==> config.mk <==
export PLATFORM = sky130hd
export DESIGN_NAME = isa_request_mux_ack_encoder
export DESIGN_NICKNAME = d
export VERILOG_FILES = /design/src/isa_request_mux_ack_encoder.v
export VERILOG_INCLUDE_DIRS = /design/src
export SDC_FILE = /design/constraint.sdc
export NUM_CORES = 1
export LEC_CHECK = 0
export ABC_AREA = 1
export BUFFER_PORTS_ARGS = -buffer_cell sky130_fd_sc_hd__buf_2
export CAP_MARGIN = 20
export CORE_MARGIN = 10
export CORE_UTILIZATION = 45
export DETAILED_ROUTE_END_ITERATION = 7
export PLACE_DENSITY = 0.81
export REMOVE_ABC_BUFFERS = 1
export SYNTH_ARGS = -nofsm -noshare
export SYNTH_HDL_FRONTEND = slang
export SYNTH_SLANG_ARGS = --single-unit
==> constraint.sdc <==
create_clock -name clk -period 5.7 [get_ports clk]
set_input_delay 0.285 -clock clk [delete_from_list [all_inputs] [get_ports clk]]
set_output_delay 0.285 -clock clk [all_outputs]
set_load 0.005 [all_outputs]
==> src/isa_req_consts.vh <==
/*
  Constants for the ISA request collector and acknowledge encoder.
  Assumes inclusion by isa_request_mux_ack_encoder.v only.
*/
`ifndef ISA_REQ_CONSTS_VH
`define ISA_REQ_CONSTS_VH

// APB register byte offsets
`define REG_CONFIG        12'h000
`define REG_DMA_ROUTE     12'h004
`define REG_STATUS        12'h008
`define REG_IRQ_VIEW      12'h00C

// Config register fields
`define CFG_MUX_IRQ       0
`define CFG_ENC_DMA       1
`define CFG_KBD_EN        2
`define CFG_MOUSE_EN      3
`define CFG_EXT_RTC       4
`define CFG_SER_DIVCLK    5
`define CFG_DIV_LO        6
`define CFG_DIV_HI        7
`define CFG_RESET         32'h0000_0020

// Route register fields: pin A channel [2:0], pin B channel [10:8]
`define ROUTE_A_LO        0
`define ROUTE_B_LO        8
`define ROUTE_RESET       32'h0000_0100

// Bus clock divisor codes
`define DIV_2             2'h0
`define DIV_3             2'h1
`define DIV_4             2'h2
`define DIV_6             2'h3

// Cycles the slot select must be stable before sampling
`define SETTLE_NS         16
`define SETTLE_CYC        ((`SETTLE_NS + 7) / 8)

// Slot that carries level 15 on the DMA multiplexer
`define IRQ15_SLOT        3'h4

`endif

==> src/isa_request_mux_ack_encoder.v <==
/*
  ISA interrupt and DMA request collector with DMA acknowledge encoder.
  Assumes one core clock clk at 125 MHz, external 8-to-1 multiplexers on
  the serial inputs, an external 3-to-8 decoder enabled by address enable,
  and internal interrupt and DMA controllers reached through plain ports.
*/
// What this block does
// - Mux mode reads eight interrupt levels serially at divide by 4 or 6
// - Select is high pin, bus clock, low pin
// - DMA mux slots 0-7 carry DRQ0-3,IRQ15,DRQ5-7
// - Mux mode chosen by configuration, else dedicated pins
// - Discrete request pins route to any channel
// - Same channel on both pins ORs them
// - Each ack pin follows its paired request channel
// - Encoded mode drives channel as three-bit code
// - Terminal count output follows active channel count
// - Level 10 pin used only with divided serial clock
// - Levels 1, 12 from keyboard when enabled
// - Level 8 pin used only with external clock
// - Interrupt pins treated as asynchronous
// - Level 3,4,5 pins become selects and serial input
// - Encoded mode repurposes request and ack pins
// - CPU interrupt high while controller request pending
// - FPU error raises interrupt level 13
// - Write to F0/F1 during error asserts ignore
// - Bus clock is core divided by 2,3,4,6
// - Address enable asserted in DMA and refresh
`timescale 1ns/1ps
`include "isa_req_consts.vh"

module isa_request_mux_ack_encoder (
  input  wire        clk,
  input  wire        rst,
  // APB slave
  input  wire        psel,
  input  wire        penable,
  input  wire        pwrite,
  input  wire [11:0] paddr,
  input  wire [31:0] pwdata,
  output reg  [31:0] prdata,
  output reg         pready,
  output reg         pslverr,
  // Shared interrupt pins: level 3,4 double as selects, 5 as serial input
  input  wire        irq3_in,
  output reg         irq3_out,
  output reg         irq3_oe_n,
  input  wire        irq4_in,
  output reg         irq4_out,
  output reg         irq4_oe_n,
  input  wire        irq5_in,
  input  wire        irq6_in,
  input  wire        irq7_in,
  input  wire        irq9_in,
  input  wire        irq11_in,
  input  wire        irq14_in,
  input  wire        irq10_in,
  input  wire        irq1_in,
  input  wire        irq12_in,
  input  wire        rtc_int_in_n,
  // Internal keyboard controller sources
  input  wire        kbd_irq,
  input  wire        mouse_irq,
  // DMA pins; in encoded mode pin B and ack pins carry the code
  input  wire        dma_request_pin_a,
  input  wire        dma_request_pin_b,
  output reg         dma_request_pin_b_out,
  output reg         dma_request_pin_b_oe_n,
  output reg         dma_ack_pin_a_n,
  output reg         dma_ack_pin_b_n,
  // Internal DMA controller side
  input  wire        dmac_ack_valid,
  input  wire [2:0]  dmac_ack_channel,
  input  wire        dmac_tc,
  input  wire        dmac_cycle,
  input  wire        refresh_cycle,
  output reg  [7:0]  dmac_req,
  output reg         terminal_count,
  output reg         addr_enable,
  // Internal interrupt controller side
  output reg  [15:0] pic_irq,
  input  wire        pic_pending,
  output reg         cpu_int_request,
  // Floating-point error handling
  input  wire        fpu_error_in_n,
  input  wire        io_write,
  input  wire [15:0] io_addr,
  output reg         fpu_error_ignore_n,
  // ISA bus clock, also middle select bit
  output reg         bus_clock
);

  // Two-stage synchronisers; first stage read only by second
  reg [13:0] sync_a;
  reg [13:0] sync_b;
  wire [13:0] raw_in = {fpu_error_in_n, rtc_int_in_n, irq12_in, irq1_in,
                        irq10_in, irq14_in, irq11_in, irq9_in, irq7_in,
                        irq6_in, irq5_in, irq4_in, irq3_in, dma_request_pin_b};
  reg  dma_a_s1;
  reg  dma_a_s2;

  always @(posedge clk or posedge rst) begin
    if (rst) begin
      sync_a   <= 14'h3000;
      sync_b   <= 14'h3000;
      dma_a_s1 <= 1'b0;
      dma_a_s2 <= 1'b0;
    end else begin
      sync_a   <= raw_in;
      sync_b   <= sync_a;
      dma_a_s1 <= dma_request_pin_a;
      dma_a_s2 <= dma_a_s1;
    end
  end

  wire s_drq_b  = sync_b[0];
  wire s_irq3   = sync_b[1];
  wire s_irq4   = sync_b[2];
  wire s_irq5   = sync_b[3];
  wire s_irq6   = sync_b[4];
  wire s_irq7   = sync_b[5];
  wire s_irq9   = sync_b[6];
  wire s_irq11  = sync_b[7];
  wire s_irq14  = sync_b[8];
  wire s_irq10  = sync_b[9];
  wire s_irq1   = sync_b[10];
  wire s_irq12  = sync_b[11];
  wire s_rtc_n  = sync_b[12];
  wire s_fpu_error_in_n_n = sync_b[13];

  // Configuration registers
  reg [31:0] config_reg;
  reg [31:0] route_reg;
  wire       mux_irq  = config_reg[`CFG_MUX_IRQ];
  wire       enc_dma  = config_reg[`CFG_ENC_DMA];
  wire [1:0] div_sel  = config_reg[`CFG_DIV_HI:`CFG_DIV_LO];
  wire [2:0] chan_a   = route_reg[`ROUTE_A_LO+2:`ROUTE_A_LO];
  wire [2:0] chan_b   = route_reg[`ROUTE_B_LO+2:`ROUTE_B_LO];

  // One-hot decode of a channel number
  function [7:0] one_hot;
    input [2:0] ch;
    begin
      one_hot = 8'h01 << ch;
    end
  endfunction

  // Bus clock divider: high for one third at divide by 3, half otherwise
  reg  [2:0] div_cnt;
  reg  [2:0] div_last;
  reg  [2:0] div_high;
  always @* begin
    case (div_sel)
      `DIV_2: begin div_last = 3'h1; div_high = 3'h1; end
      `DIV_3: begin div_last = 3'h2; div_high = 3'h2; end // One of three high
      `DIV_4: begin div_last = 3'h3; div_high = 3'h2; end
      default: begin div_last = 3'h5; div_high = 3'h3; end
    endcase
  end

  // Slot sequencer; select advances once per bus clock period.
  // The slot pins take the next slot at the same edge as the bus
  // clock falls, so each of the eight codes stands for one half of
  // a bus clock period, or one or two thirds at divide by 3. The middle bit is the bus clock itself.
  reg  [2:0] slot;
  wire       period_end = (div_cnt >= div_last);
  wire [2:0] next_slot  = period_end ? slot + 3'h1 : slot;
  always @(posedge clk or posedge rst) begin
    if (rst) begin
      div_cnt   <= 3'h0;
      bus_clock <= 1'b0;
      slot      <= 3'h0;
    end else begin
      div_cnt   <= period_end ? 3'h0 : div_cnt + 3'h1;
      bus_clock <= period_end ? 1'b0 : ((div_cnt + 3'h1) >= div_high);
      slot      <= next_slot;
    end
  end

  // Select pins: high on level 3 pin, low on level 4 pin.
  // Driven from the next slot so they switch with the bus clock edge.
  always @(posedge clk or posedge rst) begin
    if (rst) begin
      irq3_out  <= 1'b0;
      irq3_oe_n <= 1'b1;
      irq4_out  <= 1'b0;
      irq4_oe_n <= 1'b1;
    end else begin
      irq3_out  <= next_slot[2];
      irq4_out  <= next_slot[0];
      irq3_oe_n <= ~mux_irq;
      irq4_oe_n <= ~mux_irq;
    end
  end

  // Settle tracking of the code on the select pins.
  // A code that changed at the last edge has stood zero whole cycles;
  // the multiplexer output is trusted once the code has stood for the
  // settle time at the sampling edge. At divide by 2 and in the high
  // third of divide by 3 no code stands that long, so all eight serial
  // inputs are collected only at divide by 4 or 6; divide by 3 collects the four codes with the bus clock low.
  wire [2:0] pin_code = {irq3_out, bus_clock, irq4_out};
  reg  [2:0] code_prev;
  reg  [1:0] settle;
  wire       fresh    = (pin_code != code_prev);
  wire [1:0] stood    = fresh ? 2'h0 : settle;
  wire       settled  = (stood >= `SETTLE_CYC - 1);
  always @(posedge clk or posedge rst) begin
    if (rst) begin
      code_prev <= 3'h0;
      settle    <= 2'h0;
    end else begin
      code_prev <= pin_code;
      if (fresh) begin
        settle <= 2'h1;
      end else if (settle != 2'h3) begin
        settle <= settle + 2'h1;
      end
    end
  end

  // Sample tags travel two stages beside the serial data, so that the
  // code paired with each synchronised bit is the one that stood on
  // the pins when the bit entered the first synchroniser stage.
  reg        take_a;
  reg        take_b;
  reg  [2:0] code_a;
  reg  [2:0] code_b;
  always @(posedge clk or posedge rst) begin
    if (rst) begin
      take_a <= 1'b0;
      take_b <= 1'b0;
      code_a <= 3'h0;
      code_b <= 3'h0;
    end else begin
      take_a <= settled;
      code_a <= pin_code;
      take_b <= take_a;
      code_b <= code_a;
    end
  end

  // Serial slot capture, one bit per settled code
  reg  [7:0] mux_irqs;
  reg  [7:0] mux_drqs;
  always @(posedge clk or posedge rst) begin
    if (rst) begin
      mux_irqs <= 8'h00;
      mux_drqs <= 8'h00;
    end else if (take_b) begin
      mux_irqs[code_b] <= s_irq5;
      mux_drqs[code_b] <= dma_a_s2;
    end
  end

  // Interrupt level assembly
  reg [15:0] next_pic;
  always @* begin
    next_pic       = 16'h0000;
    next_pic[1]    = config_reg[`CFG_KBD_EN] ? kbd_irq : s_irq1;
    next_pic[12]   = config_reg[`CFG_KBD_EN] ?
                     (config_reg[`CFG_MOUSE_EN] & mouse_irq) : s_irq12;
    next_pic[8]    = config_reg[`CFG_EXT_RTC] & ~s_rtc_n;
    next_pic[10]   = config_reg[`CFG_SER_DIVCLK] & s_irq10;
    next_pic[13]   = ~s_fpu_error_in_n_n;
    if (mux_irq) begin
      next_pic[3]  = mux_irqs[0];
      next_pic[4]  = mux_irqs[1];
      next_pic[5]  = mux_irqs[2];
      next_pic[6]  = mux_irqs[3];
      next_pic[7]  = mux_irqs[4];
      next_pic[9]  = mux_irqs[5];
      next_pic[11] = mux_irqs[6];
      next_pic[14] = mux_irqs[7];
    end else begin
      next_pic[3]  = s_irq3;
      next_pic[4]  = s_irq4;
      next_pic[5]  = s_irq5;
      next_pic[6]  = s_irq6;
      next_pic[7]  = s_irq7;
      next_pic[9]  = s_irq9;
      next_pic[11] = s_irq11;
      next_pic[14] = s_irq14;
    end
    next_pic[15]   = enc_dma & mux_drqs[`IRQ15_SLOT];
  end

  // DMA request assembly
  reg [7:0] next_drq;
  always @* begin
    if (enc_dma) begin
      next_drq = mux_drqs & ~one_hot(`IRQ15_SLOT);
    end else begin
      next_drq = (dma_a_s2 ? one_hot(chan_a) : 8'h00) |
                 (s_drq_b  ? one_hot(chan_b) : 8'h00);
    end
  end

  // Request outputs, acknowledges, terminal count, CPU interrupt
  always @(posedge clk or posedge rst) begin
    if (rst) begin
      pic_irq                <= 16'h0000;
      dmac_req               <= 8'h00;
      dma_ack_pin_a_n        <= 1'b1;
      dma_ack_pin_b_n        <= 1'b1;
      dma_request_pin_b_out  <= 1'b0;
      dma_request_pin_b_oe_n <= 1'b1;
      terminal_count         <= 1'b0;
      addr_enable            <= 1'b0;
      cpu_int_request        <= 1'b0;
    end else begin
      pic_irq  <= next_pic;
      dmac_req <= next_drq;
      dma_request_pin_b_oe_n <= ~enc_dma;
      if (enc_dma) begin
        dma_request_pin_b_out <= dmac_ack_channel[2];
        dma_ack_pin_a_n       <= dmac_ack_channel[1];
        dma_ack_pin_b_n       <= dmac_ack_channel[0];
      end else begin
        dma_request_pin_b_out <= 1'b0;
        dma_ack_pin_a_n <= ~(dmac_ack_valid && dmac_ack_channel == chan_a);
        dma_ack_pin_b_n <= ~(dmac_ack_valid && dmac_ack_channel == chan_b);
      end
      terminal_count  <= dmac_tc & dmac_ack_valid;
      addr_enable     <= dmac_cycle | refresh_cycle;
      cpu_int_request <= pic_pending;
    end
  end

  // Error ignore: set on write to F0/F1 during error, held until error ends
  wire ign_hit = io_write && ~s_fpu_error_in_n_n && (io_addr[15:1] == 15'h0078);
  always @(posedge clk or posedge rst) begin
    if (rst) begin
      fpu_error_ignore_n <= 1'b1;
    end else if (s_fpu_error_in_n_n) begin
      fpu_error_ignore_n <= 1'b1;
    end else if (ign_hit) begin
      fpu_error_ignore_n <= 1'b0;
    end
  end

  // APB slave, zero wait state
  wire apb_setup = psel && !penable;
  wire apb_wr    = psel && penable && pwrite;
  always @(posedge clk or posedge rst) begin
    if (rst) begin
      config_reg <= `CFG_RESET;
      route_reg  <= `ROUTE_RESET;
      prdata     <= 32'h0000_0000;
      pready     <= 1'b0;
      pslverr    <= 1'b0;
    end else begin
      pready  <= apb_setup;
      pslverr <= 1'b0;
      if (apb_setup) begin
        case (paddr)
          `REG_CONFIG:   prdata <= {24'h00_0000, config_reg[7:0]};
          `REG_DMA_ROUTE: prdata <= {21'h00_0000, route_reg[10:8], 5'h00,
                                     route_reg[2:0]};
          `REG_STATUS:   prdata <= {16'h0000, dmac_req, 5'h00, slot};
          `REG_IRQ_VIEW: prdata <= {16'h0000, pic_irq};
          default: begin
            prdata  <= 32'h0000_0000;
            pslverr <= 1'b1;
          end
        endcase
      end
      if (apb_wr && pready) begin
        case (paddr)
          `REG_CONFIG:    config_reg <= {24'h00_0000, pwdata[7:0]};
          `REG_DMA_ROUTE: route_reg  <= {21'h00_0000, pwdata[10:8], 5'h00,
                                         pwdata[2:0]};
          default:        config_reg <= config_reg;
        endcase
      end
    end
  end

endmodule // isa_request_mux_ack_encoder

==> run summary <==
Top_reg_cell synth -> dfrtp_1
Number of port buffers -> 121
N_diodes -> 0
Synth top area cells -> dfrtp_1 55%, nand2_1 11%, dfstp_2 5.5%, o21ai_0 3.8%, nand3_1 3.4%
Syn Std Cell Area -> 0.00524 mm2
EDFF count, synth -> 0
Buffers plus inverters on the worst setup path -> 2
Compound-gate portion of the synthesized area -> 0.0726
DP Area -> 0.00589 mm2
Post-synthesis async set-or-reset flop share -> 1.00
Iteration-0 DRC Markers -> 392
Final Hold Viols -> 0
Yosys reg bits -> 126
Postcts setup bufs -> 0
Global Route Usage Sum -> 0.171
RSZ-0062 raised after global routing -> false
Setup violators final -> 0
Clock root cell -> clkbuf_16
Setup CP Type -> flip-flop to flip-flop
Slew HR -> 0.474
Status -> complete, no violations
Share of cells above drive strength 1 -> 0.275
Final Power -> 2.77 mW
Pre-CTS WS -> 3.74 ns
Final core occ -> 0.591
Die span in y -> 128 um
Final Worst Setup Slack -> 3.73 ns
Max Fclk -> 509 MHz
Post-route cell area -> 0.00674 mm2
Worst-Skew Late Latency -> 0.42 ns
Nature of the critical path endpoint -> flip-flop
Leak -> 3.66 nW
I/O Pins -> 162
Largest net degree at the start of global routing -> 66
Synth cell count leaders -> 150 x nand2_1, 115 x dfrtp_1, 43 x inv_1
Starting density of the core -> 0.459
Crit start category -> flip-flop
Worst-path clk slew -> 0.05 ns
Area share of xor/xnor cells in the synthesized design -> 0.0134
DRT Pass-1 Iters -> 5
Minimum clock period -> 1.97 ns
Yosys cell types -> 43
Placeable Area -> 0.0114 mm2
TritonCTS clock tree -> yes
Drt total wl -> 13600 um
Die Footprint -> 0.0164 mm2
CTS H-tree depth -> 4
Area Growth Syn to Fin -> 28.6%
DR WL/cell -> 16.3 um
Final period util -> 0.345
CTS Buf Count -> 17
Crit Path Max Fanout -> 8
Ys Warns -> 0
Clk_skew -> 0.00640 ns
Width of the die -> 128 um
Slew @ Worst Pin -> 0.790 ns
MaxCap Viol Count -> 0
Power per cell area -> 411 mW/mm2
Share of the synthesized area in the top cell type -> 0.549
Vias in the first global route -> 4463
Via count -> 4238
CP peak stage delay -> 0.38 ns
Max FFs per register -> 16
Top-count cell post-synth -> nand2_1
Post-DRT Antenna Nets -> 0
Post-detail-place hpwl -> 9780 um
First-pass GRT wire length -> 22400 um
Finished Layout Cells -> 834
Maximum vdd drop -> 0.200 mV
Avg Inst Size Synth -> 9.83 um2
Synth area leader -> dfrtp_1
Post-CTS sizing -> 0
Initial antenna violation count -> 0
Main combinational cell family by area after synthesis -> simple AND/OR/NAND/NOR gates
Via density -> 5.08
Setup TNS Final -> 0 ns
Clock Path Buffers -> 2
Synth Area in Simple Gates -> 0.206
Synth Instances -> 533
Multiplexer share of the synthesized area -> 0.00406
Worst path slowest cell -> dfrtp_1
Placed Instances -> 786
Total congestion overflow -> 0
Top Family by Delay on Critical Path -> adder cells
NumNets Final -> 780
Routability Congestion -> 0.896
Worst-path cell chain -> inv_1 -> ha_1 -> inv_1 -> ha_1 -> nand2_1 -> o211ai_2 -> nand2_1 -> xnor2_1
Worst hold margin -> 0.0130 ns
# rows -> 39
Sink Count -> 126
Hold crit path type -> input port to asynchronous set/reset pin
Adder-cell share of the synthesized area -> 0.0263
Sequential fraction of the synthesis area -> 0.604
DRC viols -> 0
Slew Limit Fails -> 0
Top reg by flops -> prdata
CP arrival -> 2.26 ns
Worst EP required -> 5.99 ns
## area by class of cell
cell class	instances	area, um2
clock buffers	19	453
clock inverters	13	235
fillers	921	4680
inverters	47	179
multi-input cells	348	1760
flip-flops and latches	126	3170
well taps	143	179
repair buffers	138	773
## placed cells by master (no fill, tap or decap), types with 4 or more instances in the layout
cell           count
a22oi_1            5
o21ai_1            4
ha_1              11
dfrtp_1          115
dfstp_2           11
inv_1             42
xnor2_1            5
nor2_1            31
conb_1            18
bufinv_16          6
a21oi_1            7
buf_2            121
o21ai_0           40
nand2_2            4
clkbuf_16         17
nand3_1           36
nor3_1             4
nand2_1          150
dlygate4sd3_1     16
## power breakdown
group	switching (mW)	internal [mW]
registers	0.106	1.06
logic	0.211	0.158
clock network	0.397	0.845
## worst paths after layout
path                               start              to  slack, ns  cells past startpoint
setup / recovery           config_reg[6]         slot[2]       3.73                      8
setup reg to reg           config_reg[6]         slot[2]       3.73                      8
min in group clk                 dmac_tc  terminal_count       0.05                      3
hold / removal                       rst     addr_enable       0.01                      2
max in group asynchronous            rst      pic_irq[1]       4.43                      3
hold reg to reg                sync_a[8]       sync_b[8]       0.35                      0
## layer usage
metal	share of wire	global-route usage	vias up	routed length [um]
met1	0.39	0.192	2035	5260
li1	-	-	1973	-
met4	0.027	0.0715	0	371
met3	0.094	0.0707	27	1280
met2	0.49	0.280	203	6670
met5	0	0	-	0
## cell families (layout without fill, tap and decap cells)
group | after synthesis | count (layout)
compound gates | 67 | 67
xor+xnor | 8 | 8
fa+ha+maj | 11 | 11
buf+inv | 76 | 217
flops | 126 | 126
mux | 2 | 2
other cells | 1 | 18
simple gates | 242 | 242
## timing repair
item / 4_1_cts / 5_1_grt
endpoints found under the setup margin: 0 / 0
endpoints found under the hold margin: 16 / 0
hold buffers: 16 / 0
Note: power is estimated with default switching activity, not from simulation.
